### config.mk
export PLATFORM = sky130hd
export DESIGN_NAME = port_eee_status_registers
export DESIGN_NICKNAME = d
export VERILOG_FILES = /design/src/design/eee_regs_pkg.sv /design/src/design/port_eee_status_registers.sv
export SDC_FILE = /design/constraint.sdc
export NUM_CORES = 1
export LEC_CHECK = 0
export ABC_CLOCK_PERIOD_IN_PS = 5600
export CORE_MARGIN = 5
export CORE_UTILIZATION = 40
export CTS_CLUSTER_DIAMETER = 80
export DETAILED_ROUTE_END_ITERATION = 10
export DONT_BUFFER_PORTS = 1
export PLACE_DENSITY = 0.63
export SLEW_MARGIN = 20
export SYNTH_ARGS = -nofsm -noshare
export SYNTH_HDL_FRONTEND = slang
export SYNTH_SLANG_ARGS = --single-unit
### constraint.sdc
create_clock -name ref_clk -period 5.6 [get_ports ref_clk]
set_input_delay 0.56 -clock ref_clk [delete_from_list [all_inputs] [get_ports ref_clk]]
set_output_delay 0.56 -clock ref_clk [all_outputs]
set_load 0.05 [all_outputs]
### src/design/eee_regs_pkg.sv
package eee_regs_pkg;

  // Register offsets on the host register port
  localparam logic [7:0] ADVERTISE_OFS  = 8'he0;
  localparam logic [7:0] WAKE_ERR_OFS   = 8'he2;
  localparam logic [7:0] CTRL_STAT_OFS  = 8'he4;

  // Field positions, advertisement register
  localparam int PARTNER_LSB    = 9;
  localparam int PARTNER_MSB    = 14;
  localparam int LOCAL_FIX_LSB  = 2;
  localparam int LOCAL_FIX_MSB  = 6;
  localparam int LOCAL_TX_BIT   = 1;

  // Field positions, control/status register
  localparam int CS_SPARE_BIT   = 15;
  localparam int CS_HW_EN_BIT   = 14;
  localparam int CS_TX_LATCH    = 13;
  localparam int CS_TX_LIVE     = 12;

  // Reset values
  localparam logic [5:0]  PARTNER_RST   = 6'h00;
  localparam logic [4:0]  LOCAL_FIX_VAL = 5'h00;
  localparam logic        LOCAL_TX_RST  = 1'b1;
  localparam logic        CS_SPARE_RST  = 1'b1;
  localparam logic [15:0] WAKE_ERR_RST  = 16'h0000;

  // Wake time limit; longer than this counts as a wake error
  localparam int WAKE_LIMIT_PS  = 20500000;
  localparam int CLK_PERIOD_PS  = 10000;
  localparam int WAKE_CYCLES    = (WAKE_LIMIT_PS + CLK_PERIOD_PS - 1) / CLK_PERIOD_PS;

  typedef struct packed {
    logic [7:0]  addr;
    logic        wr;
    logic        rd;
    logic [1:0]  be;
    logic [15:0] wdata;
  } reg_req_t;

  typedef struct packed {
    logic [5:0]  partner_abil;
    logic        hw_eee_en;
    logic        tx_lpi;
    logic        wake_pending;
  } pcs_status_t;

endpackage

### src/design/port_eee_status_registers.sv
`timescale 1ns/1ps
module port_eee_status_registers
  import eee_regs_pkg::*;
#(
  parameter int WAKE_LIMIT_CYC = WAKE_CYCLES
) (
  input  wire logic        ref_clk,
  input  wire logic        arst_n,
  input  wire reg_req_t    req,
  input  wire pcs_status_t pcs,
  output logic [15:0]      rdata_q,
  output logic             rvalid_q
);

  // Reset lifts two edges after release, but still asserts at once
  logic rst_meta_q;
  logic rst_n_q;

  always_ff @(posedge ref_clk or negedge arst_n) begin
    if (!arst_n) begin
      rst_meta_q <= 1'b0;
      rst_n_q    <= 1'b0;
    end else begin
      rst_meta_q <= 1'b1;
      rst_n_q    <= rst_meta_q;
    end
  end

  // Register select, shared by every decode
  function automatic logic addr_hit(input logic [7:0] addr, input logic [7:0] ofs);
    return (addr == ofs);
  endfunction

  // Address decode
  wire sel_adv  = addr_hit(req.addr, ADVERTISE_OFS);
  wire sel_wake = addr_hit(req.addr, WAKE_ERR_OFS);
  wire sel_cs   = addr_hit(req.addr, CTRL_STAT_OFS);
  wire wr_adv   = req.wr && sel_adv;
  wire wr_cs    = req.wr && sel_cs;
  wire rd_wake  = req.rd && sel_wake;

  // Byte lanes: be[0] carries bits 7..0, be[1] bits 15..8
  wire wr_adv_lo = wr_adv && req.be[0];
  wire wr_cs_hi  = wr_cs && req.be[1];

  localparam int CNT_W = $clog2(WAKE_LIMIT_CYC + 1);

  // Register state
  logic [5:0]  partner_q;
  logic        local_tx_q;
  logic        spare_q;
  logic        hw_en_q;
  logic        tx_live_q;
  logic        tx_latch_q;
  logic [15:0] wake_err_q;
  logic        done_q;
  logic [CNT_W-1:0] wake_cnt_q;

  // wake timer; it stops at the limit so one wake gives one event
  wire [CNT_W-1:0] wake_limit = WAKE_LIMIT_CYC[CNT_W-1:0];
  wire             wake_done  = pcs.wake_pending && (wake_cnt_q == wake_limit);
  wire [CNT_W-1:0] wake_cnt_d =
    !pcs.wake_pending ? '0 : (wake_done ? wake_cnt_q : wake_cnt_q + 1'b1);

  wire wake_evt = wake_done && !done_q;

  wire [15:0] wake_inc = (wake_err_q == 16'hffff) ? wake_err_q : wake_err_q + 16'h0001;
  // read clears; event during read leaves one
  wire [15:0] wake_err_d = rd_wake ? {15'h0000, wake_evt} : (wake_evt ? wake_inc : wake_err_q);

  // write one clears; new LPI wins over the clear
  wire tx_clr     = wr_cs_hi && req.wdata[CS_TX_LATCH];
  wire tx_latch_d = pcs.tx_lpi || (tx_latch_q && !tx_clr);

  wire local_tx_d = wr_adv_lo ? req.wdata[LOCAL_TX_BIT] : local_tx_q;
  wire spare_d    = wr_cs_hi ? req.wdata[CS_SPARE_BIT] : spare_q;

  wire [15:0] adv_word;
  assign adv_word[15]                      = 1'b0;
  assign adv_word[PARTNER_MSB:PARTNER_LSB] = partner_q;
  assign adv_word[8:7]                     = 2'b00;
  assign adv_word[LOCAL_FIX_MSB:LOCAL_FIX_LSB] = LOCAL_FIX_VAL;
  assign adv_word[LOCAL_TX_BIT]            = local_tx_q;
  assign adv_word[0]                       = 1'b0;

  wire [15:0] cs_word;
  assign cs_word[CS_SPARE_BIT] = spare_q;
  assign cs_word[CS_HW_EN_BIT] = hw_en_q;
  assign cs_word[CS_TX_LATCH]  = tx_latch_q;
  assign cs_word[CS_TX_LIVE]   = tx_live_q;
  assign cs_word[11:0]         = 12'h000;

  // Read selection; unmapped offsets read as zero
  wire [15:0] rd_mux = sel_adv  ? adv_word :
                       sel_wake ? wake_err_q :
                       sel_cs   ? cs_word : 16'h0000;

  // partner abilities, one flop per advertised mode
  // Status bit 0 lands on register bit 9
  localparam int PARTNER_W = PARTNER_MSB - PARTNER_LSB + 1;
  for (genvar i = 0; i < PARTNER_W; i++) begin : g_partner
    always_ff @(posedge ref_clk or negedge rst_n_q) begin
      if (!rst_n_q) begin
        partner_q[i] <= PARTNER_RST[i];
      end else begin
        partner_q[i] <= pcs.partner_abil[i];
      end
    end
  end

  always_ff @(posedge ref_clk or negedge rst_n_q) begin
    if (!rst_n_q) begin
      local_tx_q <= LOCAL_TX_RST;
    end else begin
      local_tx_q <= local_tx_d;
    end
  end

  // Spare control bit, writable
  always_ff @(posedge ref_clk or negedge rst_n_q) begin
    if (!rst_n_q) begin
      spare_q <= CS_SPARE_RST;
    end else begin
      spare_q <= spare_d;
    end
  end

  always_ff @(posedge ref_clk or negedge rst_n_q) begin
    if (!rst_n_q) begin
      hw_en_q <= 1'b0;
    end else begin
      hw_en_q <= pcs.hw_eee_en;
    end
  end

  always_ff @(posedge ref_clk or negedge rst_n_q) begin
    if (!rst_n_q) begin
      tx_live_q <= 1'b0;
    end else begin
      tx_live_q <= pcs.tx_lpi;
    end
  end

  always_ff @(posedge ref_clk or negedge rst_n_q) begin
    if (!rst_n_q) begin
      tx_latch_q <= 1'b0;
    end else begin
      tx_latch_q <= tx_latch_d;
    end
  end

  // wake error count, read clear, overlap
  always_ff @(posedge ref_clk or negedge rst_n_q) begin
    if (!rst_n_q) begin
      wake_err_q <= WAKE_ERR_RST;
    end else begin
      wake_err_q <= wake_err_d;
    end
  end

  always_ff @(posedge ref_clk or negedge rst_n_q) begin
    if (!rst_n_q) begin
      done_q <= 1'b0;
    end else begin
      done_q <= wake_done;
    end
  end

  always_ff @(posedge ref_clk or negedge rst_n_q) begin
    if (!rst_n_q) begin
      wake_cnt_q <= '0;
    end else begin
      wake_cnt_q <= wake_cnt_d;
    end
  end

  // Read data holds until the next read
  always_ff @(posedge ref_clk or negedge rst_n_q) begin
    if (!rst_n_q) begin
      rdata_q <= 16'h0000;
    end else begin
      rdata_q <= req.rd ? rd_mux : rdata_q;
    end
  end

  // Read valid pulse
  always_ff @(posedge ref_clk or negedge rst_n_q) begin
    if (!rst_n_q) begin
      rvalid_q <= 1'b0;
    end else begin
      rvalid_q <= req.rd;
    end
  end

endmodule

==> flow_metrics.py, run 1 <==
metrics = {
    "routing": {
        "routed_wl_mm": 5.65,
        "drc": 0,
        "wl_per_cell_um": 15.5,
        "drt-vias-per-instance": 5.65,
        "vias": 2058,
        "ant_nets": 0,
        "first_iter_violations": 109,
        "dr.pass1.iters": 6,
    },
    "synth": {
        "ys_types": 55,
        "synth.avg_cell_area_um2": 10.8,
        "yosysWarnings": 0,
        "ys_seq_elements": 59,
        "synth_seq_area_share_pct": 51.8,
        "synth_nets": 306,
        "synthArstFlopShare_pct": 100,
        "syn_area_um2": 2860,
        "synth_edf_count": 0,
        "synth_ff_type": "dfrtp_1",
        "syn_inst": 264,
    },
    "sta": {
        "slew_headroom_pct": 33.2,
        "finalCritPeriodShare_pct": 38.2,
        "drv_slew": 0,
        "layout_min_cycle_time_ps": 2140,
        "fin_skew_ps": 8.95,
        "max_freq_mhz": 468,
        "setup_viol": 0,
        "setup_tns_ps": 0,
        "tightestPinTransition_ps": 994,
        "grt_setup_unrepaired": "false",
        "finalHoldViolCount": 0,
    },
    "cells_and_area": {
        "syn_to_final_growth_pct": 7.98,
        "finalNetCount": 306,
        "n_antenna_cell": 0,
        "layout_common_cells": "56 x dfrtp_1, 18 x nor2_1, 17 x a21oi_1",
        "final_common_cell": "dfrtp_1",
        "finalNonFillerCells": 364,
        "drive_gt1_share_pct": 9.70,
    },
    "global_route": {
        "grt_max_degree": 58,
        "grt_pass1_wl_mm": 9.70,
        "antenna_found_initial": 0,
        "grt-ovfl-total": 0,
        "grt_pass1_vias": 2030,
        "grtUsageTotal_pct": 13.9,
    },
    "placement": {
        "hpwl_mm": 3.88,
        "gp_congestion": 0.800,
        "portBuffers": 0,
        "placed_cells": 348,
    },
    "cts": {
        "clockBufferDepth": 2,
        "htree_levels": 3,
        "cts_tree": "done",
        "clk_root_buffer_cell": "clkbuf_8",
        "cts.reportedPaths.clkPinSlew_ps": 60,
        "postCtsSetupBuffers": 0,
        "numClockSinks": 59,
        "insertion_delay_ps": 340,
        "ctsResizeCount": 0,
        "numCtsBuffers": 9,
    },
    "job": {
        "max_cap_viol_count": 0,
    },
    "critical_path": {
        "crit_path_start": "wake_err_q[0]",
        "crit_path_end_kind": "register",
        "crit_arrival_ps": 2370,
        "r2r_end": "wake_err_q[13]",
        "cp_max_fo": 24,
        "required_ps": 5830,
        "startpoint_type": "register",
        "worstRegToRegCells": 5,
        "r2r_slack_ps": 3460,
        "reg2reg_from": "wake_err_q[0]",
        "critical_path_class": "reg2reg",
    },
    "die": {
        "start_util_pct": 41.6,
        "rows": 30,
        "io_pins": 56,
        "fp.dieH_um": 94.5,
        "die-area_um2": 8930,
        "core_area_um2": 6870,
        "fp.dieW_um": 94.5,
    },
    "hold_path": {
        "hold_depth": 0,
        "min_from": "pcs[6]",
        "holdPathEnd": "adv_word[12]",
        "hold_path.class": "in2reg",
    },
    "power": {
        "power.leakage_uw": 0.00126,
        "ir_drop_v": 0.000205,
        "p_per_area_nw_per_um2": 257,
    },
    "run_status": {
        "status": "complete, no violations",
    },
}
## power by group
| group | internal [µW] | switching (µW) |
|---|---|---|
| registers | 434 | 7.62 |
| clock network | 168 | 152 |
| logic | 11.3 | 19.3 |
| total | 614 | 179 |
## state kept, by name (all words and copies together), names as in the netlist, 6 cells and up
register	cells
adv_word	6
rdata_q	16
wake_cnt_q	12
wake_err_q	16
## synth_stat cells, types with 2 or more instances
cell | count | share of area [%]
nand4_1 | 10 | 2.2
nand3b_1 | 2 | 0.53
nand2b_1 | 2 | 0.44
xnor2_1 | 5 | 1.5
mux2_2 | 2 | 0.79
and2_1 | 2 | 0.44
o2bb2ai_1 | 3 | 0.92
nor4_1 | 4 | 0.88
dfstp_2 | 2 | 1.8
xor2_1 | 2 | 0.61
mux2i_1 | 8 | 2.8
nor4_4 | 2 | 1.5
dfrtp_1 | 57 | 50
nand3_1 | 14 | 2.5
nand2_1 | 13 | 1.7
a22o_1 | 12 | 3.7
buf_6 | 2 | 0.79
o21ai_0 | 6 | 1.1
buf_2 | 3 | 0.53
a21oi_1 | 17 | 3.0
nor2_1 | 18 | 2.4
or4_1 | 9 | 2.4
ha_1 | 3 | 1.3
nand4b_1 | 2 | 0.61
nor2b_1 | 3 | 0.66
inv_1 | 8 | 1.1
clkbuf_1 | 6 | 0.79
o31ai_1 | 9 | 2.4
a211oi_1 | 2 | 0.53
or3_1 | 3 | 0.66
nor3_1 | 8 | 1.4
and4_1 | 2 | 0.61
## cells by family (layout without fill, tap and decap cells)
logic type	after synthesis	after routing	synth area share, %
AO/OA/AOI/OAI	58	58	14.3
buffers and inverters	22	26	3.68
adder cells (fa/ha/maj)	3	3	1.31
flip-flops	59	59	51.8
AND/OR/NAND/NOR	104	104	23.0
multiplexers	10	10	3.59
XOR/XNOR	7	7	2.15
other	1	1	0.131
## what timing repair did
item	in CTS	in global routing
endpoints found under the setup margin	0	0
endpoints found under the hold margin	2	0
hold buffers	1	0
## per-layer routing
metal	global-route usage, %	part of all wire [%]
met3	6.45	5.8
met2	21.9	47
met5	0	0
met4	4.33	1.1
met1	17.1	46
## how the worst max path moves through the flow
stage | slack [ps] | end | cells after the start
after floorplan | 3710 | local_tx_q | 4
after global placement | 3460 | wake_err_q[9] | 5
after detailed placement | 3460 | wake_err_q[9] | 5
after CTS | 3450 | wake_err_q[9] | 5
after global routing | 3260 | wake_err_q[9] | 5
final | 3460 | wake_err_q[13] | 5
## cell type report
class / instances / area (µm²)
sequential: 59 / 1480
inverter: 9 / 33.8
timing repair buffer: 2 / 17.5
clock buffer: 12 / 145
clock inverter: 3 / 15.0
tap: 96 / 120
fill: 652 / 3790
multi-input combinational: 183 / 1270
## per-stage QoR
step | hold slack (ps) | total power, µW | util, % | area (µm²) | setup WS, ps
global route | 220 | 835 | 44.9 | 3080 | 3260
CTS | 229 | 808 | 44.9 | 3080 | 3450
detailed placement | 264 | 480 | 42.4 | 2910 | 3460
finish | 251 | 793 | 44.9 | 3080 | 3460
floorplan | 264 | 474 | - | 2860 | 3710
global placement | 264 | 479 | 42.4 | 2910 | 3460
## critical path, stage by stage (launching register included)
cell      delay [ps]
dfrtp_1          410
ha_1             310
nand3_1          150
nor4_4           770
nor2_1            90
a211oi_1         310
(Power assumes the default switching activity.)
==> inputs of run 2 (changes only) <==
--- a/config.mk
+++ b/config.mk
@@ -5,7 +5,7 @@
 export SDC_FILE = /design/constraint.sdc
 export NUM_CORES = 1
 export LEC_CHECK = 0
-export ABC_CLOCK_PERIOD_IN_PS = 5600
+export ABC_CLOCK_PERIOD_IN_PS = 2100
 export CORE_MARGIN = 5
 export CORE_UTILIZATION = 40
 export CTS_CLUSTER_DIAMETER = 80
==> constraint.sdc (replaced) <==
create_clock -name ref_clk -period 2.1 [get_ports ref_clk]
set_input_delay 0.21 -clock ref_clk [delete_from_list [all_inputs] [get_ports ref_clk]]
set_output_delay 0.21 -clock ref_clk [all_outputs]
set_load 0.05 [all_outputs]
==> flow_metrics.py, run 2 (same netlist as run 1, synthesis figures left out) <==
metrics = {
    "sta": {
        "setup_viol": 0,
        "finalHoldViolCount": 0,
        "max_freq_mhz": 506,
        "grt_setup_unrepaired": "false",
        "setup_ws_ps": 124,
        "fin_skew_ps": 10.1,
        "tightestPinTransition_ps": 501,
        "finalCritPeriodShare_pct": 94.1,
        "layout_min_cycle_time_ps": 1980,
        "drv_slew": 0,
        "setup_tns_ps": 0,
        "slew_headroom_pct": 66.4,
    },
    "cells_and_area": {
        "drive_gt1_share_pct": 13.8,
        "n_antenna_cell": 0,
        "final_design_area_no_fill_um2": 3310,
        "top_regs": "rdata_q: 16 flops, wake_err_q: 16 flops, wake_cnt_q: 12 flops",
        "layout_common_cells": "56 x dfrtp_1, 18 x nor2_1, 17 x a21oi_1",
        "syn_to_final_growth_pct": 15.9,
        "finalNetCount": 326,
        "final_common_cell": "dfrtp_1",
    },
    "routing": {
        "dr.pass1.iters": 4,
        "first_iter_violations": 90,
        "wl_per_cell_um": 15.3,
        "vias": 2115,
        "ant_nets": 0,
        "drc": 0,
        "drt-vias-per-instance": 5.49,
        "routed_wl_mm": 5.89,
    },
    "critical_path": {
        "required_ps": 2370,
        "critical_path_class": "reg2reg",
        "startpoint_type": "register",
        "crit_arrival_ps": 2250,
        "crit_path_end_kind": "register",
        "cp_max_fo": 21,
    },
    "global_route": {
        "grtUsageMet3_pct": 5.58,
        "antenna_found_initial": 0,
        "busiest_layer": "met2",
        "met1_usage_pct": 17.6,
        "grt-ovfl-total": 0,
        "grtUsageTotal_pct": 14.4,
        "grt_pass1_vias": 2031,
        "grt_max_degree": 26,
        "grt_pass1_wl_mm": 9.84,
        "grt_use_met2_pct": 22.1,
    },
    "cts": {
        "clk_root_buffer_cell": "clkbuf_8",
        "cts.reportedPaths.clkPinSlew_ps": 70,
        "numClockSinks": 59,
        "postCtsSetupBuffers": 0,
        "cts_tree": "done",
        "clockBufferDepth": 2,
        "htree_levels": 3,
        "numCtsBuffers": 9,
        "insertion_delay_ps": 350,
    },
    "power": {
        "power.leakage_uw": 0.00137,
        "p_int_uw": 1750,
        "power_frac_seq_pct": 51.7,
        "p_per_area_nw_per_um2": 693,
        "p_clk_share_pct": 44.2,
        "ir_drop_v": 0.000575,
        "pwr-share-comb_pct": 4.1,
        "power.switching_uw": 547,
        "p_sw_share_pct": 23.8,
    },
    "placement": {
        "gp_congestion": 0.821,
        "place_area_um2": 3000,
        "portBuffers": 0,
        "hpwl_mm": 4.07,
        "dp_slack_ps": 125,
    },
    "job": {
        "max_cap_viol_count": 0,
    },
    "die": {
        "fp.dieW_um": 94.5,
        "rows": 30,
        "fp.dieH_um": 94.5,
        "start_util_pct": 41.6,
        "core_area_um2": 6870,
        "io_pins": 56,
        "die-area_um2": 8930,
    },
    "hold_path": {
        "hold_path.class": "in2reg",
    },
    "run_status": {
        "status": "complete, no violations",
    },
}
==> run 2: per-stage QoR <==
stage          power (µW)  utilization, %  hold WS (ps)  std cells
6_report             2290            48.2          20.1        385
5_1_grt              2380            48.2          7.86        385
4_1_cts              2320            48.1          6.59        385
3_5_place_dp         1290            43.7         -85.5        358
3_3_place_gp         1280            43.7         -85.5        358
2_1_floorplan        1260               -         -85.6        264
==> run 2: final timing paths <==
kind / slack [ps] / cells past startpoint / from / end
min in group asynchronous: 90 / 1 / arst_n / rst_meta_q
hold reg to reg: 240 / 0 / rst_n_q / rdata_q[13]
hold / removal: 20 / 1 / req[15] / spare_q
setup reg to reg: 120 / 6 / wake_cnt_q[0] / wake_err_q[4]
setup / recovery: 120 / 6 / wake_cnt_q[0] / wake_err_q[4]
max in group asynchronous: 1290 / 1 / rst_n_q / local_tx_q
==> run 2: worst max-delay path: stages, from the launching register on <==
cell and delay [ps]:
dfrtp_1 430, inv_1 70, ha_1 150, and4bb_2 270, nand4b_4 280, or4_1 550
a21oi_1 150
==> run 2: metal layers <==
| metal | up-vias | routed length (µm) |
|---|---|---|
| li1 | 1033 | - |
| met1 | 1030 | 2790 |
| met2 | 42 | 2690 |
| met3 | 10 | 285 |
| met4 | 0 | 133 |
| met5 | - | 0 |
==> run 2: timing repair <==
action                                  in CTS  in global routing
endpoints found under the setup margin       0                  1
gates resized for setup                      0                  1
hold buffers                                11                  0
endpoints found under the hold margin       14                  0
==> run 2: area by class of cell <==
cell class / instances / area (µm²)
clock buffers: 9 / 124
clock inverters: 7 / 68.8
fillers: 632 / 3560
repair buffers: 22 / 205
multi-input cells: 183 / 1280
flip-flops and latches: 59 / 1480
well taps: 96 / 120
inverters: 9 / 33.8
==> run 2: power by group through the flow <==
stage / logic (µW) / registers (µW) / clock network, µW
5_1_grt: 107 / 1190 / 1090
4_1_cts: 96.7 / 1190 / 1040
2_1_floorplan: 55.0 / 1210 / 0
6_report: 94.6 / 1190 / 1010
3_3_place_gp: 76.0 / 1210 / 0
3_5_place_dp: 78.5 / 1210 / 0
==> inputs of run 3 (changes only) <==
--- a/config.mk
+++ b/config.mk
@@ -7,11 +7,11 @@
 export LEC_CHECK = 0
 export ABC_CLOCK_PERIOD_IN_PS = 2100
 export CORE_MARGIN = 5
-export CORE_UTILIZATION = 40
+export CORE_UTILIZATION = 41
 export CTS_CLUSTER_DIAMETER = 80
 export DETAILED_ROUTE_END_ITERATION = 10
 export DONT_BUFFER_PORTS = 1
-export PLACE_DENSITY = 0.63
+export PLACE_DENSITY = 0.64
 export SLEW_MARGIN = 20
 export SYNTH_ARGS = -nofsm -noshare
 export SYNTH_HDL_FRONTEND = slang
==> flow_metrics.py, run 3 (same netlist as run 1, synthesis figures left out) <==
metrics = {
    "die": {
        "die-area_um2": 8730,
        "fp.dieH_um": 93.5,
        "fp.dieW_um": 93.5,
        "core_area_um2": 6790,
        "rows": 30,
        "start_util_pct": 42.0,
        "io_pins": 56,
    },
    "routing": {
        "drt-vias-per-instance": 5.46,
        "first_iter_violations": 70,
        "dr.pass1.iters": 4,
        "routed_wl_mm": 5.59,
        "vias": 2092,
        "wl_per_cell_um": 14.6,
        "drc": 0,
        "ant_nets": 0,
    },
    "power": {
        "power.leakage_uw": 0.00134,
        "ir_drop_v": 0.000426,
        "p_per_area_nw_per_um2": 667,
    },
    "global_route": {
        "grt_max_degree": 48,
        "antenna_found_initial": 0,
        "grt_pass1_wl_mm": 9.67,
        "grt_pass1_vias": 1986,
        "grt-ovfl-total": 0,
        "grtUsageTotal_pct": 14.2,
    },
    "sta": {
        "tightestPinTransition_ps": 500,
        "slew_headroom_pct": 66.7,
        "drv_slew": 0,
        "grt_setup_unrepaired": "false",
        "hold-worst-slack_ps": 23.3,
        "setup_ws_ps": 137,
        "max_freq_mhz": 509,
        "setup_tns_ps": 0,
        "finalCritPeriodShare_pct": 93.5,
        "setup_viol": 0,
        "layout_min_cycle_time_ps": 1960,
        "finalHoldViolCount": 0,
        "fin_skew_ps": 13.3,
    },
    "placement": {
        "placed_cells": 356,
        "dp_slack_ps": 143,
        "portBuffers": 0,
        "hpwl_mm": 3.99,
        "gp_congestion": 0.867,
    },
    "cts": {
        "clk_root_buffer_cell": "clkbuf_8",
        "clockBufferDepth": 2,
        "cts-hold-fix-buffers": 10,
        "numCtsBuffers": 9,
        "htree_levels": 3,
        "cts_tree": "done",
        "postCtsSetupBuffers": 0,
        "numClockSinks": 59,
        "cts.reportedPaths.clkPinSlew_ps": 70,
        "ctsResizeCount": 0,
        "insertion_delay_ps": 340,
    },
    "cells_and_area": {
        "final_common_cell": "dfrtp_1",
        "drive_gt1_share_pct": 12.9,
        "syn_to_final_growth_pct": 14.6,
        "n_antenna_cell": 0,
        "layout_common_cells": "56 x dfrtp_1, 18 x nor2_1, 17 x a21oi_1",
        "finalNetCount": 324,
        "finalNonFillerCells": 383,
        "top_regs": "rdata_q: 16 flops, wake_err_q: 16 flops, wake_cnt_q: 12 flops",
    },
    "critical_path": {
        "cp_max_fo": 20,
        "crit_path_end_kind": "register",
        "critical_path_class": "reg2reg",
        "r2r_slack_ps": 140,
        "required_ps": 2360,
        "startpoint_type": "register",
        "crit_arrival_ps": 2230,
    },
    "run_status": {
        "status": "complete, no violations",
    },
    "job": {
        "max_cap_viol_count": 0,
    },
    "hold_path": {
        "hold_path.class": "in2reg",
    },
}
run 3: path summary, 6_finish.rpt:
kind / cells past startpoint / to / startpoint
worst max-delay path: 6 / wake_err_q[3] / wake_cnt_q[0]
worst min-delay path: 1 / spare_q / req[15]
worst max register to register: 6 / wake_err_q[3] / wake_cnt_q[0]
worst min register to register: 0 / tx_live_q / rst_n_q
max in group asynchronous: 1 / local_tx_q / rst_n_q
min in group asynchronous: 1 / rst_meta_q / arst_n
run 3: routing by layer:
metal	wire (µm)	track usage [%]	vias up
met5	0	0	-
met4	56	4.40	0
met3	373	6.11	6
met2	2540	21.3	54
met1	2620	18.5	998
li1	-	-	1034
run 3: final cells by class:
| class | instances | area, µm² |
|---|---|---|
| sequential | 59 | 1480 |
| fill | 638 | 3520 |
| inverter | 9 | 33.8 |
| clock buffer | 9 | 124 |
| multi-input combinational | 183 | 1270 |
| tap | 96 | 120 |
| clock inverter | 7 | 53.8 |
| timing repair buffer | 20 | 190 |
run 3: worst max-delay path, cell delays in order (launching register included):
cell,delay (ps)
dfrtp_1,420
inv_1,70
ha_1,150
and4bb_2,270
nand4b_4,270
or4_1,550
a21oi_1,150
run 3: report_power, final:
part           switching [µW]  total [µW]  leakage [µW]  internal [µW]
Sequential               24.0        1180      0.000774           1160
Combinational            50.6        95.7      0.000488           45.1
Clock                     475         907     0.0000818            432
Total                     550        2180       0.00134           1630
run 3: through the flow:
step           utilization (%)  total power, µW  cell area, µm²
3_3_place_gp              43.9             1280            2990
6_report                  48.2             2180            3270
4_1_cts                   48.0             2220            3260
5_1_grt                   48.2             2300            3270
3_5_place_dp              43.9             1280            2990
2_1_floorplan                -             1260            2860
